File: src/rtl/secfe_cfg.svh
// constants of the serial memory command front end
`ifndef SECFE_CFG_SVH
`define SECFE_CFG_SVH

// ****************************************
// opcodes
// ****************************************
`define SECFE_OP_SET_LATCH    8'h06
`define SECFE_OP_CLEAR_LATCH  8'h04
`define SECFE_OP_STATUS_FETCH 8'h05
`define SECFE_OP_STATUS_WRITE 8'h01
`define SECFE_OP_ARRAY_READ   8'h03
`define SECFE_OP_ARRAY_WRITE  8'h02

// ****************************************
// array geometry and protected ranges
// ****************************************
`define SECFE_ADDR_W          11
`define SECFE_BASE_QUARTER    11'h600
`define SECFE_BASE_HALF       11'h400
`define SECFE_BASE_WHOLE      11'h000

// ****************************************
// status byte fields and byte counts
// ****************************************
`define SECFE_SR_LOCK         7
`define SECFE_SR_BP_HI        3
`define SECFE_SR_BP_LO        2
`define SECFE_SR_LATCH        1
`define SECFE_SR_BUSY         0
`define SECFE_BYTES_LATCH     8'h01
`define SECFE_BYTES_STATUS    8'h02
`define SECFE_BYTES_ADDR_END  8'h03
`define SECFE_BYTES_WRITE_MIN 8'h04
`define SECFE_BYTE_CNT_MAX    8'hff

`endif

File: src/rtl/secfe_pkg.sv
// types of the serial memory command front end
package secfe_pkg;

    // ****************************************
    // interface state
    // ****************************************
    typedef enum logic [3:0] {
        ST_IDLE       = 4'h0,
        ST_OPCODE     = 4'h1,
        ST_SET_WAIT   = 4'h2,
        ST_CLR_WAIT   = 4'h3,
        ST_FETCH      = 4'h4,
        ST_STATUS_WR  = 4'h5,
        ST_READ_ADDR  = 4'h6,
        ST_READ_DATA  = 4'h7,
        ST_WRITE_ADDR = 4'h8,
        ST_WRITE_DATA = 4'h9,
        ST_IGNORE     = 4'ha
    } secfe_state_t;

    typedef struct packed {
        logic         sclk_p;
        logic         ncs_p;
        logic         hold_p;
        logic         sel;
        logic         paused;
        secfe_state_t st;
        logic [6:0]   shreg;
        logic [2:0]   bit_cnt;
        logic [7:0]   byte_cnt;
        logic [10:0]  addr;
        logic [10:0]  page_addr;
        logic         dout;
        logic         oe_n;
        logic         latch;
        logic         busy;
        logic         lock;
        logic [1:0]   bp;
        logic [2:0]   pend;
        logic         pend_st;
        logic         st_go;
        logic         wr_commit;
        logic         wr_valid;
        logic [7:0]   wr_byte;
        logic [10:0]  wr_addr;
        logic         rd_req;
    } secfe_core_t;

endpackage : secfe_pkg

File: src/rtl/secfe_sync.sv
// two-stage synchroniser for the serial pins
`timescale 1ns/1ps
module secfe_sync #(
    parameter int W = 5
) (
    // clock and reset
    input  wire logic         sys_clk,
    input  wire logic         nrst,
    // pins in, synced out
    input  wire logic [W-1:0] pin_in,
    output logic      [W-1:0] pin_sync
);
    typedef struct packed {
        logic [W-1:0] meta;
        logic [W-1:0] sync;
    } secfe_sync_t;

    secfe_sync_t s_q;
    secfe_sync_t s_d;

    always_comb begin
        s_d      = s_q;
        s_d.meta = pin_in;
        s_d.sync = s_q.meta;
    end

    always_ff @(posedge sys_clk) begin
        if (!nrst) begin
            s_q <= '0;
        end else begin
            s_q <= s_d;
        end
    end

    assign pin_sync = s_q.sync;

endmodule : secfe_sync

File: src/rtl/secfe_protect.sv
// block-protect decoder
`timescale 1ns/1ps
`include "secfe_cfg.svh"
module secfe_protect (
    // protect setting
    input  wire logic [1:0]                bp,
    // address under test
    input  wire logic [`SECFE_ADDR_W-1:0] addr,
    output logic                           prot
);
    always_comb begin
        unique case (bp)
            2'h0: prot = 1'b0;
            2'h1: prot = (addr >= `SECFE_BASE_QUARTER);
            2'h2: prot = (addr >= `SECFE_BASE_HALF);
            2'h3: prot = (addr >= `SECFE_BASE_WHOLE);
        endcase
    end

endmodule : secfe_protect

File: src/rtl/secfe_core.sv
// command front end of a serial nonvolatile memory
// Summary of operation
// after reset stay unselected until chip select falls
// no instruction or write accepted during power-on reset
// reset leaves standby, deselected, unpaused, latch and busy cleared
// reset keeps lock and block-protect bits
// low chip select selects, high deselects; busy keeps write running
// master pauses only while chip select is low
// pause starts and ends on hold edges while serial clock low
// paused: output high impedance, clock and data ignored, count kept
// chip select rising while paused abandons the sequence
// writes execute only on a whole number of bytes
// data-changing instructions need the write latch set
// latch cleared by reset, clear command, write completion
// protect bits map to none, upper quarter, upper half, whole array
// write-protect pin guards the protect bits
// non-read instruction executes only when deselected at byte boundary
// set latch 06, clear latch 04, status fetch 05
// status write 01, array read 03, array write 02
// unknown opcode: ignore bus until next deselect and select
// only the set command sets the latch, after deselect
// clear command clears the latch on deselect
// latch commands act only when deselected exactly after one byte
// bits sampled on clock rise msb first, output changes on fall
// output high impedance while chip select high
// lock bit and write-protect low refuse status writes
`timescale 1ns/1ps
`include "secfe_cfg.svh"
module secfe_core (
    // clock and reset
    input  wire logic                      sys_clk,
    input  wire logic                      nrst,
    // serial pins
    input  wire logic                      spi_clk,
    input  wire logic                      ncs,
    input  wire logic                      din,
    input  wire logic                      nhold,
    input  wire logic                      nwp,
    output logic                           dout,
    output logic                           dout_oe_n,
    // nonvolatile status store
    input  wire logic                      nv_restore,
    input  wire logic [2:0]                nv_bits,
    output logic                           status_commit,
    output logic [2:0]                     status_new,
    // array write engine
    output logic                           wr_byte_valid,
    output logic [7:0]                     wr_byte,
    output logic [`SECFE_ADDR_W-1:0]      wr_byte_addr,
    output logic                           wr_commit,
    input  wire logic                      write_done,
    // array read port
    output logic [`SECFE_ADDR_W-1:0]      rd_addr,
    output logic                           rd_req,
    input  wire logic [7:0]                rd_data,
    // status view
    output logic                           write_latch_flag,
    output logic                           busy_flag,
    output logic                           status_lock_bit,
    output logic                           protect_size_hi,
    output logic                           protect_size_lo,
    output logic                           hardware_lock_mode,
    output logic                           selected,
    output logic                           paused
);
    // ****************************************
    // pin synchronisers
    // ****************************************
    logic [4:0] pin_s;
    logic       sclk_s;
    logic       ncs_s;
    logic       din_s;
    logic       nhold_s;
    logic       nwp_s;

    secfe_sync #(.W(5)) u_sync (
        .sys_clk  (sys_clk),
        .nrst     (nrst),
        .pin_in   ({spi_clk, ncs, din, nhold, nwp}),
        .pin_sync (pin_s)
    );
    assign {sclk_s, ncs_s, din_s, nhold_s, nwp_s} = pin_s;

    // ****************************************
    // state and edges
    // ****************************************
    secfe_pkg::secfe_core_t s_q;
    secfe_pkg::secfe_core_t s_d;
    logic       sclk_rise;
    logic       sclk_fall;
    logic       ncs_fall;
    logic       ncs_rise;
    logic       hold_fall;
    logic       hold_rise;
    logic       hw_lock;
    logic       page_prot;
    logic [7:0] full;
    logic [7:0] status_byte;

    assign sclk_rise = sclk_s & ~s_q.sclk_p;
    assign sclk_fall = ~sclk_s & s_q.sclk_p;
    assign ncs_fall  = s_q.ncs_p & ~ncs_s;
    assign ncs_rise  = ~s_q.ncs_p & ncs_s;
    assign hold_fall = s_q.hold_p & ~nhold_s;
    assign hold_rise = ~s_q.hold_p & nhold_s;
    assign hw_lock   = s_q.lock & ~nwp_s;
    assign full      = {s_q.shreg, din_s};

    always_comb begin
        status_byte                  = 8'h00;
        status_byte[`SECFE_SR_LOCK]  = s_q.lock;
        status_byte[`SECFE_SR_BP_HI] = s_q.bp[1];
        status_byte[`SECFE_SR_BP_LO] = s_q.bp[0];
        status_byte[`SECFE_SR_LATCH] = s_q.latch;
        status_byte[`SECFE_SR_BUSY]  = s_q.busy;
    end

    secfe_protect u_protect (
        .bp   (s_q.bp),
        .addr (s_q.page_addr),
        .prot (page_prot)
    );

    // ****************************************
    // next state
    // ****************************************
    always_comb begin
        s_d           = s_q;
        s_d.st_go     = 1'b0;
        s_d.wr_commit = 1'b0;
        s_d.wr_valid  = 1'b0;
        s_d.rd_req    = 1'b0;
        s_d.sclk_p    = sclk_s;
        s_d.ncs_p     = ncs_s;
        s_d.hold_p    = nhold_s;
        if (nv_restore) begin
            {s_d.lock, s_d.bp} = nv_bits;
        end
        // completion of a self-timed write
        if (write_done) begin
            s_d.busy    = 1'b0;
            s_d.latch   = 1'b0;
            s_d.pend_st = 1'b0;
            if (s_q.pend_st) begin
                {s_d.lock, s_d.bp} = s_q.pend;
            end
        end
        if (ncs_fall) begin
            s_d.sel      = 1'b1;
            s_d.paused   = 1'b0;
            s_d.st       = secfe_pkg::ST_OPCODE;
            s_d.bit_cnt  = 3'h0;
            s_d.byte_cnt = 8'h00;
        end else if (ncs_rise) begin
            // execution only at a clean byte boundary, never from a pause
            if (s_q.sel && !s_q.paused && s_q.bit_cnt == 3'h0) begin
                unique case (s_q.st)
                    secfe_pkg::ST_SET_WAIT: begin
                        if (s_q.byte_cnt == `SECFE_BYTES_LATCH) begin
                            s_d.latch = 1'b1;
                        end
                    end
                    secfe_pkg::ST_CLR_WAIT: begin
                        if (s_q.byte_cnt == `SECFE_BYTES_LATCH) begin
                            s_d.latch = 1'b0;
                        end
                    end
                    secfe_pkg::ST_STATUS_WR: begin
                        if (s_q.byte_cnt == `SECFE_BYTES_STATUS && s_q.latch
                            && !s_q.busy && !hw_lock) begin
                            s_d.busy    = 1'b1;
                            s_d.pend_st = 1'b1;
                            s_d.st_go   = 1'b1;
                        end
                    end
                    secfe_pkg::ST_WRITE_DATA: begin
                        if (s_q.byte_cnt >= `SECFE_BYTES_WRITE_MIN && s_q.latch
                            && !s_q.busy && !page_prot) begin
                            s_d.busy      = 1'b1;
                            s_d.wr_commit = 1'b1;
                        end
                    end
                    default: begin
                    end
                endcase
            end
            s_d.sel      = 1'b0;
            s_d.paused   = 1'b0;
            s_d.st       = secfe_pkg::ST_IDLE;
            s_d.bit_cnt  = 3'h0;
            s_d.byte_cnt = 8'h00;
        end else if (s_q.sel) begin
            // pause entry and exit with the serial clock low
            if (hold_fall && !sclk_s) begin
                s_d.paused = 1'b1;
            end else if (hold_rise && !sclk_s) begin
                s_d.paused = 1'b0;
            end
            if (!s_q.paused && s_q.st != secfe_pkg::ST_IGNORE) begin
                if (sclk_rise) begin
                    s_d.shreg   = full[6:0];
                    s_d.bit_cnt = s_q.bit_cnt + 3'h1;
                    if (s_q.bit_cnt == 3'h7) begin
                        if (s_q.byte_cnt != `SECFE_BYTE_CNT_MAX) begin
                            s_d.byte_cnt = s_q.byte_cnt + 8'h01;
                        end
                        unique case (s_q.st)
                            secfe_pkg::ST_OPCODE: begin
                                unique case (full)
                                    `SECFE_OP_SET_LATCH:
                                        s_d.st = secfe_pkg::ST_SET_WAIT;
                                    `SECFE_OP_CLEAR_LATCH:
                                        s_d.st = secfe_pkg::ST_CLR_WAIT;
                                    `SECFE_OP_STATUS_FETCH:
                                        s_d.st = secfe_pkg::ST_FETCH;
                                    `SECFE_OP_STATUS_WRITE:
                                        s_d.st = secfe_pkg::ST_STATUS_WR;
                                    `SECFE_OP_ARRAY_READ:
                                        s_d.st = secfe_pkg::ST_READ_ADDR;
                                    `SECFE_OP_ARRAY_WRITE:
                                        s_d.st = secfe_pkg::ST_WRITE_ADDR;
                                    default:
                                        s_d.st = secfe_pkg::ST_IGNORE;
                                endcase
                            end
                            secfe_pkg::ST_STATUS_WR: begin
                                if (s_q.byte_cnt == `SECFE_BYTES_LATCH) begin
                                    s_d.pend = {full[`SECFE_SR_LOCK],
                                                full[`SECFE_SR_BP_HI],
                                                full[`SECFE_SR_BP_LO]};
                                end
                            end
                            secfe_pkg::ST_READ_ADDR,
                            secfe_pkg::ST_WRITE_ADDR: begin
                                s_d.addr      = {s_q.addr[2:0], full};
                                s_d.page_addr = {s_q.addr[2:0], full};
                                if (s_q.byte_cnt == (`SECFE_BYTES_ADDR_END - 8'h01)) begin
                                    s_d.rd_req = (s_q.st == secfe_pkg::ST_READ_ADDR);
                                    s_d.st     = (s_q.st == secfe_pkg::ST_READ_ADDR)
                                               ? secfe_pkg::ST_READ_DATA
                                               : secfe_pkg::ST_WRITE_DATA;
                                end
                            end
                            secfe_pkg::ST_READ_DATA: begin
                                s_d.addr   = s_q.addr + 11'h001;
                                s_d.rd_req = 1'b1;
                            end
                            secfe_pkg::ST_WRITE_DATA: begin
                                s_d.wr_valid = 1'b1;
                                s_d.wr_byte  = full;
                                s_d.wr_addr  = s_q.addr;
                                s_d.addr     = s_q.addr + 11'h001;
                            end
                            default: begin
                            end
                        endcase
                    end
                end
                // output bits change after falling edges, msb first
                if (sclk_fall && (s_q.st == secfe_pkg::ST_FETCH
                                  || s_q.st == secfe_pkg::ST_READ_DATA)) begin
                    if (s_q.bit_cnt == 3'h0) begin
                        s_d.shreg = s_q.shreg;
                        s_d.dout  = (s_q.st == secfe_pkg::ST_FETCH)
                                  ? status_byte[7] : rd_data[7];
                        s_d.wr_byte = s_q.wr_byte;
                    end else begin
                        s_d.dout  = (s_q.st == secfe_pkg::ST_FETCH)
                                  ? status_byte[3'h7 - s_q.bit_cnt]
                                  : rd_data[3'h7 - s_q.bit_cnt];
                    end
                end
            end
        end
        s_d.oe_n = !(s_d.sel && !s_d.paused
                     && (s_d.st == secfe_pkg::ST_FETCH
                         || s_d.st == secfe_pkg::ST_READ_DATA));
    end

    // ****************************************
    // state register
    // ****************************************
    always_ff @(posedge sys_clk) begin
        if (!nrst) begin
            s_q      <= '0;
            s_q.oe_n <= 1'b1;
            s_q.lock <= nv_restore ? nv_bits[2] : s_q.lock;
            s_q.bp   <= nv_restore ? nv_bits[1:0] : s_q.bp;
        end else begin
            s_q <= s_d;
        end
    end

    // ****************************************
    // outputs
    // ****************************************
    assign dout               = s_q.dout;
    assign dout_oe_n          = s_q.oe_n;
    assign status_commit      = s_q.st_go;
    assign status_new         = s_q.pend;
    assign wr_byte_valid      = s_q.wr_valid;
    assign wr_byte            = s_q.wr_byte;
    assign wr_byte_addr       = s_q.wr_addr;
    assign wr_commit          = s_q.wr_commit;
    assign rd_addr            = s_q.addr;
    assign rd_req             = s_q.rd_req;
    assign write_latch_flag   = s_q.latch;
    assign busy_flag          = s_q.busy;
    assign status_lock_bit    = s_q.lock;
    assign protect_size_hi    = s_q.bp[1];
    assign protect_size_lo    = s_q.bp[0];
    assign hardware_lock_mode = hw_lock;
    assign selected           = s_q.sel;
    assign paused             = s_q.paused;
endmodule : secfe_core

File: config.mk
export PLATFORM = sky130hd
export DESIGN_NAME = secfe_core
export DESIGN_NICKNAME = d
export VERILOG_FILES = /design/src/rtl/secfe_pkg.sv /design/src/rtl/secfe_sync.sv /design/src/rtl/secfe_protect.sv /design/src/rtl/secfe_core.sv
export VERILOG_INCLUDE_DIRS = /design/src /design/src/rtl
export SDC_FILE = /design/constraint.sdc
export NUM_CORES = 1
export LEC_CHECK = 0
export ABC_AREA = 1
export BUFFER_PORTS_ARGS = -buffer_cell sky130_fd_sc_hd__clkbuf_2
export CAP_MARGIN = 20
export CORE_MARGIN = 1.5
export CORE_UTILIZATION = 30
export CTS_BUF_LIST = sky130_fd_sc_hd__clkbuf_4 sky130_fd_sc_hd__clkbuf_8
export CTS_CLUSTER_SIZE = 16
export DETAILED_ROUTE_END_ITERATION = 16
export PLACE_DENSITY = 0.48
export RECOVER_POWER = 100
export SLEW_MARGIN = 5
export SYNTH_ARGS = -nofsm -noshare
export SYNTH_HDL_FRONTEND = slang
export SYNTH_HIERARCHICAL = 1
export SYNTH_SLANG_ARGS = --single-unit
File: constraint.sdc
create_clock -name sys_clk -period 1.9 [get_ports sys_clk]
set_input_delay 0.285 -clock sys_clk [delete_from_list [all_inputs] [get_ports sys_clk]]
set_output_delay 0.285 -clock sys_clk [all_outputs]
set_load 0.005 [all_outputs]
==> summary.md <==
| Metric | Value |
|---|---|
| Run status | completed |
| Kind of capture point of the worst setup path | register |
| Grt ovf | 0 |
| Setup-failing EPs final | 0 |
| Core area | 0.0144 mm² |
| Final design instance area without fill | 0.00493 mm² |
| Minimum clock period | about 1.7 ns |
| Number of placed instances, taps included | 837 |
| CTS tree | yes |
| Maximum number of pins on one net before global-route repair | 55 |
| First-pass GRT wire length | 17,400 µm |
| Per-instance average area after synthesis | 7.09 µm² |
| Overall track demand over capacity in global routing | between 10% and 20% |
| Diodes inserted | 0 |
| Slew at the pin closest to its max-slew limit | 0.475 ns |
| Clock slew at the register clock pins of the worst setup and hold paths | around 0.08 ns |
| Max-cap violations | 0 |
| Worst hold margin | just over 0.09 ns |
| DIE AREA | 0.0154 mm² |
| Cell Area, Placed | 0.00479 mm² |
| Area added between synthesis and finish | 12.2% |
| LEAKAGE | 2.12 nW |
| Overall power consumption | 0.00330 W |
| Depth of the worst register-to-register path | 9 |
| Portion of total power attributed to sequential cells | a little over half |
| Initial standard-cell utilization of the core | 30.5% |
| TritonCTS buffer count | 9 |
| Clock Tree Root | clkbuf_8 |
| Share of the clock period used by the worst path | 90.3% |
| Via count of the first global-routing pass | 3,660 |
| Filler Cells Inserted | 1,599 |
| Overall die width | between 100 and 150 µm |
| Post-route DRC violation count | 0 |
| Routed via count divided by cell count | 4.60 |
| Highest clock rate | 583 MHz |
| Clock power share | approximately two fifths |
| Relative contribution of combinational cells to total power | 5.4% |
| Final total negative setup slack | 0 ns |
| Number of hold buffers added after CTS | 0 |
| Switching share of power | between 20% and 30% |
| Row count | 44 |
| Critical path class | reg -> reg |
| Clock Path Buffers | 2 |
| Routed WL per cell | between 10 and 15 µm |
| Fraction of final layout cells sized beyond drive strength 1 | 13.6% |
| Maximum fanout along the worst path | 12 |
| Post-synthesis cell count | 620 |
| Power density over the cells | 669 mW/mm² |
| Maximum level of the CTS H-tree | 3 |
| Final worst clock skew | 0.0109 ns |
| Yosys synthesis warning count | 6 |
| Internal Pwr Total | 0.00253 W |
| Worst vdd rail ir drop | a little over 0.0004 V |
| Arrival time at the worst endpoint | 2.02 ns |
| Antenna violations before repair | 0 |
| Post-detailed-route count of antenna-violating nets | 0 |
| I/O Pins | between 60 and 70 |
| Iteration-0 DRC count of the detailed router | 190 |
| Clk Latency, worst-skew pair | 0.38 ns |
| Number of sinks on the clock net | 84 |
| Required arrival time at the worst endpoint | about 2.2 ns |
| Kind of path behind the tightest hold check | in -> reg |
| Final layout net count | 694 |
| Routed vias | 3,917 |
| RSZ-0062 raised after global routing | false |
| Final wirelength | 11,000 µm |
| Port Buffer Count | 66 |
| Hold violation count in the final report | 0 |
| Total iterations of the first detailed-routing run | 4 |
| Gpl congestion | between 0.8 and 0.9 |
| Netlist area before placement | 0.00440 mm² |
| Final Max Tran Viols | 0 |
| Worst setup SP type | register |
| Vertical die dimension | around 120 µm |
| Net switching power of the design | 0.000773 W |
| Number of cells traversed by the worst hold path | 3 |
| Headroom to the max-slew limit | 68.4% |
| Final Instance Count excl. Fillers | 852 |
| Detailed-placement wirelength estimate | around 8300 µm |
| Net count after synthesis | 650 |
==> metal layers <==
layer,routed length [µm],vias to the layer above,global-route usage (%)
li1,-,2054,-
met1,4770,1785,16.8
met2,5540,60,26.3
met3,466,18,4.76
met4,232,0,4.97
met5,0,-,0
==> final timing paths <==
path,startpoint,to,slack [ns]
max reg2reg,u_sync/pin_sync[3],rd_addr[0],0.18
min,spi_clk,u_sync/s_d[4],0.09
max,u_sync/pin_sync[3],rd_addr[0],0.18
min reg2reg,u_sync/s_d[0],u_sync/pin_sync[0],0.42
==> through the flow <==
step	worst slack [ns]	utilization, %
detailed placement	0.0308	33.2
floorplan	0.237	-
finish	0.184	34.2
CTS	0.0223	34.6
global placement	0.0370	33.2
global route	0.00337	34.2
==> final cells by class <==
cell class | count | area, µm² | share of cell area, %
clock inverters | 4 | 48.8 | 0.989
repair buffers | 86 | 440 | 8.93
well taps | 184 | 230 | 4.67
flip-flops and latches | 84 | 1720 | 34.9
clock buffers | 11 | 151 | 3.07
multi-input cells | 377 | 1940 | 39.4
inverters | 106 | 398 | 8.06
==> cell usage in the layout (no fill, tap or decap), types with 7 or more instances in the layout <==
master    count
nor3_1        8
nand3_1      30
dfxtp_1      76
nor2_2        7
nand4_1       7
nor2_1       54
ha_1         10
inv_2         8
clkbuf_2     26
a21oi_1      57
buf_4        13
clkbuf_8     11
a211oi_1      7
nand2_1      91
clkbuf_1     44
inv_1        96
o21ai_0      68
==> worst max-delay path: stages, from the launching register on <==
cell and delay (ns):
dfxtp_1 0.36, inv_1 0.05, ha_1 0.20, nor2_1 0.13, nand3_1 0.09, nor2_1 0.21
o21ai_4 0.17, inv_2 0.19, o21ai_0 0.10, a31oi_1 0.15
==> timing repair <==
action,CTS,global route
setup buffers,0,0
gates resized for setup,0,10
endpoints found under the hold margin,0,0
setup endpoints to repair,0,13
==> power by group through the flow <==
stage | sequential [W] | clock [W] | combinational [W]
after floorplan | 0.00184 | 0 | 0.000108
after global placement | 0.00185 | 0 | 0.000181
after detailed placement | 0.00185 | 0 | 0.000183
after CTS | 0.00181 | 0.00138 | 0.000183
after global routing | 0.00181 | 0.00144 | 0.000205
final | 0.00181 | 0.00132 | 0.000177
Note: power is estimated with default switching activity, not from simulation.
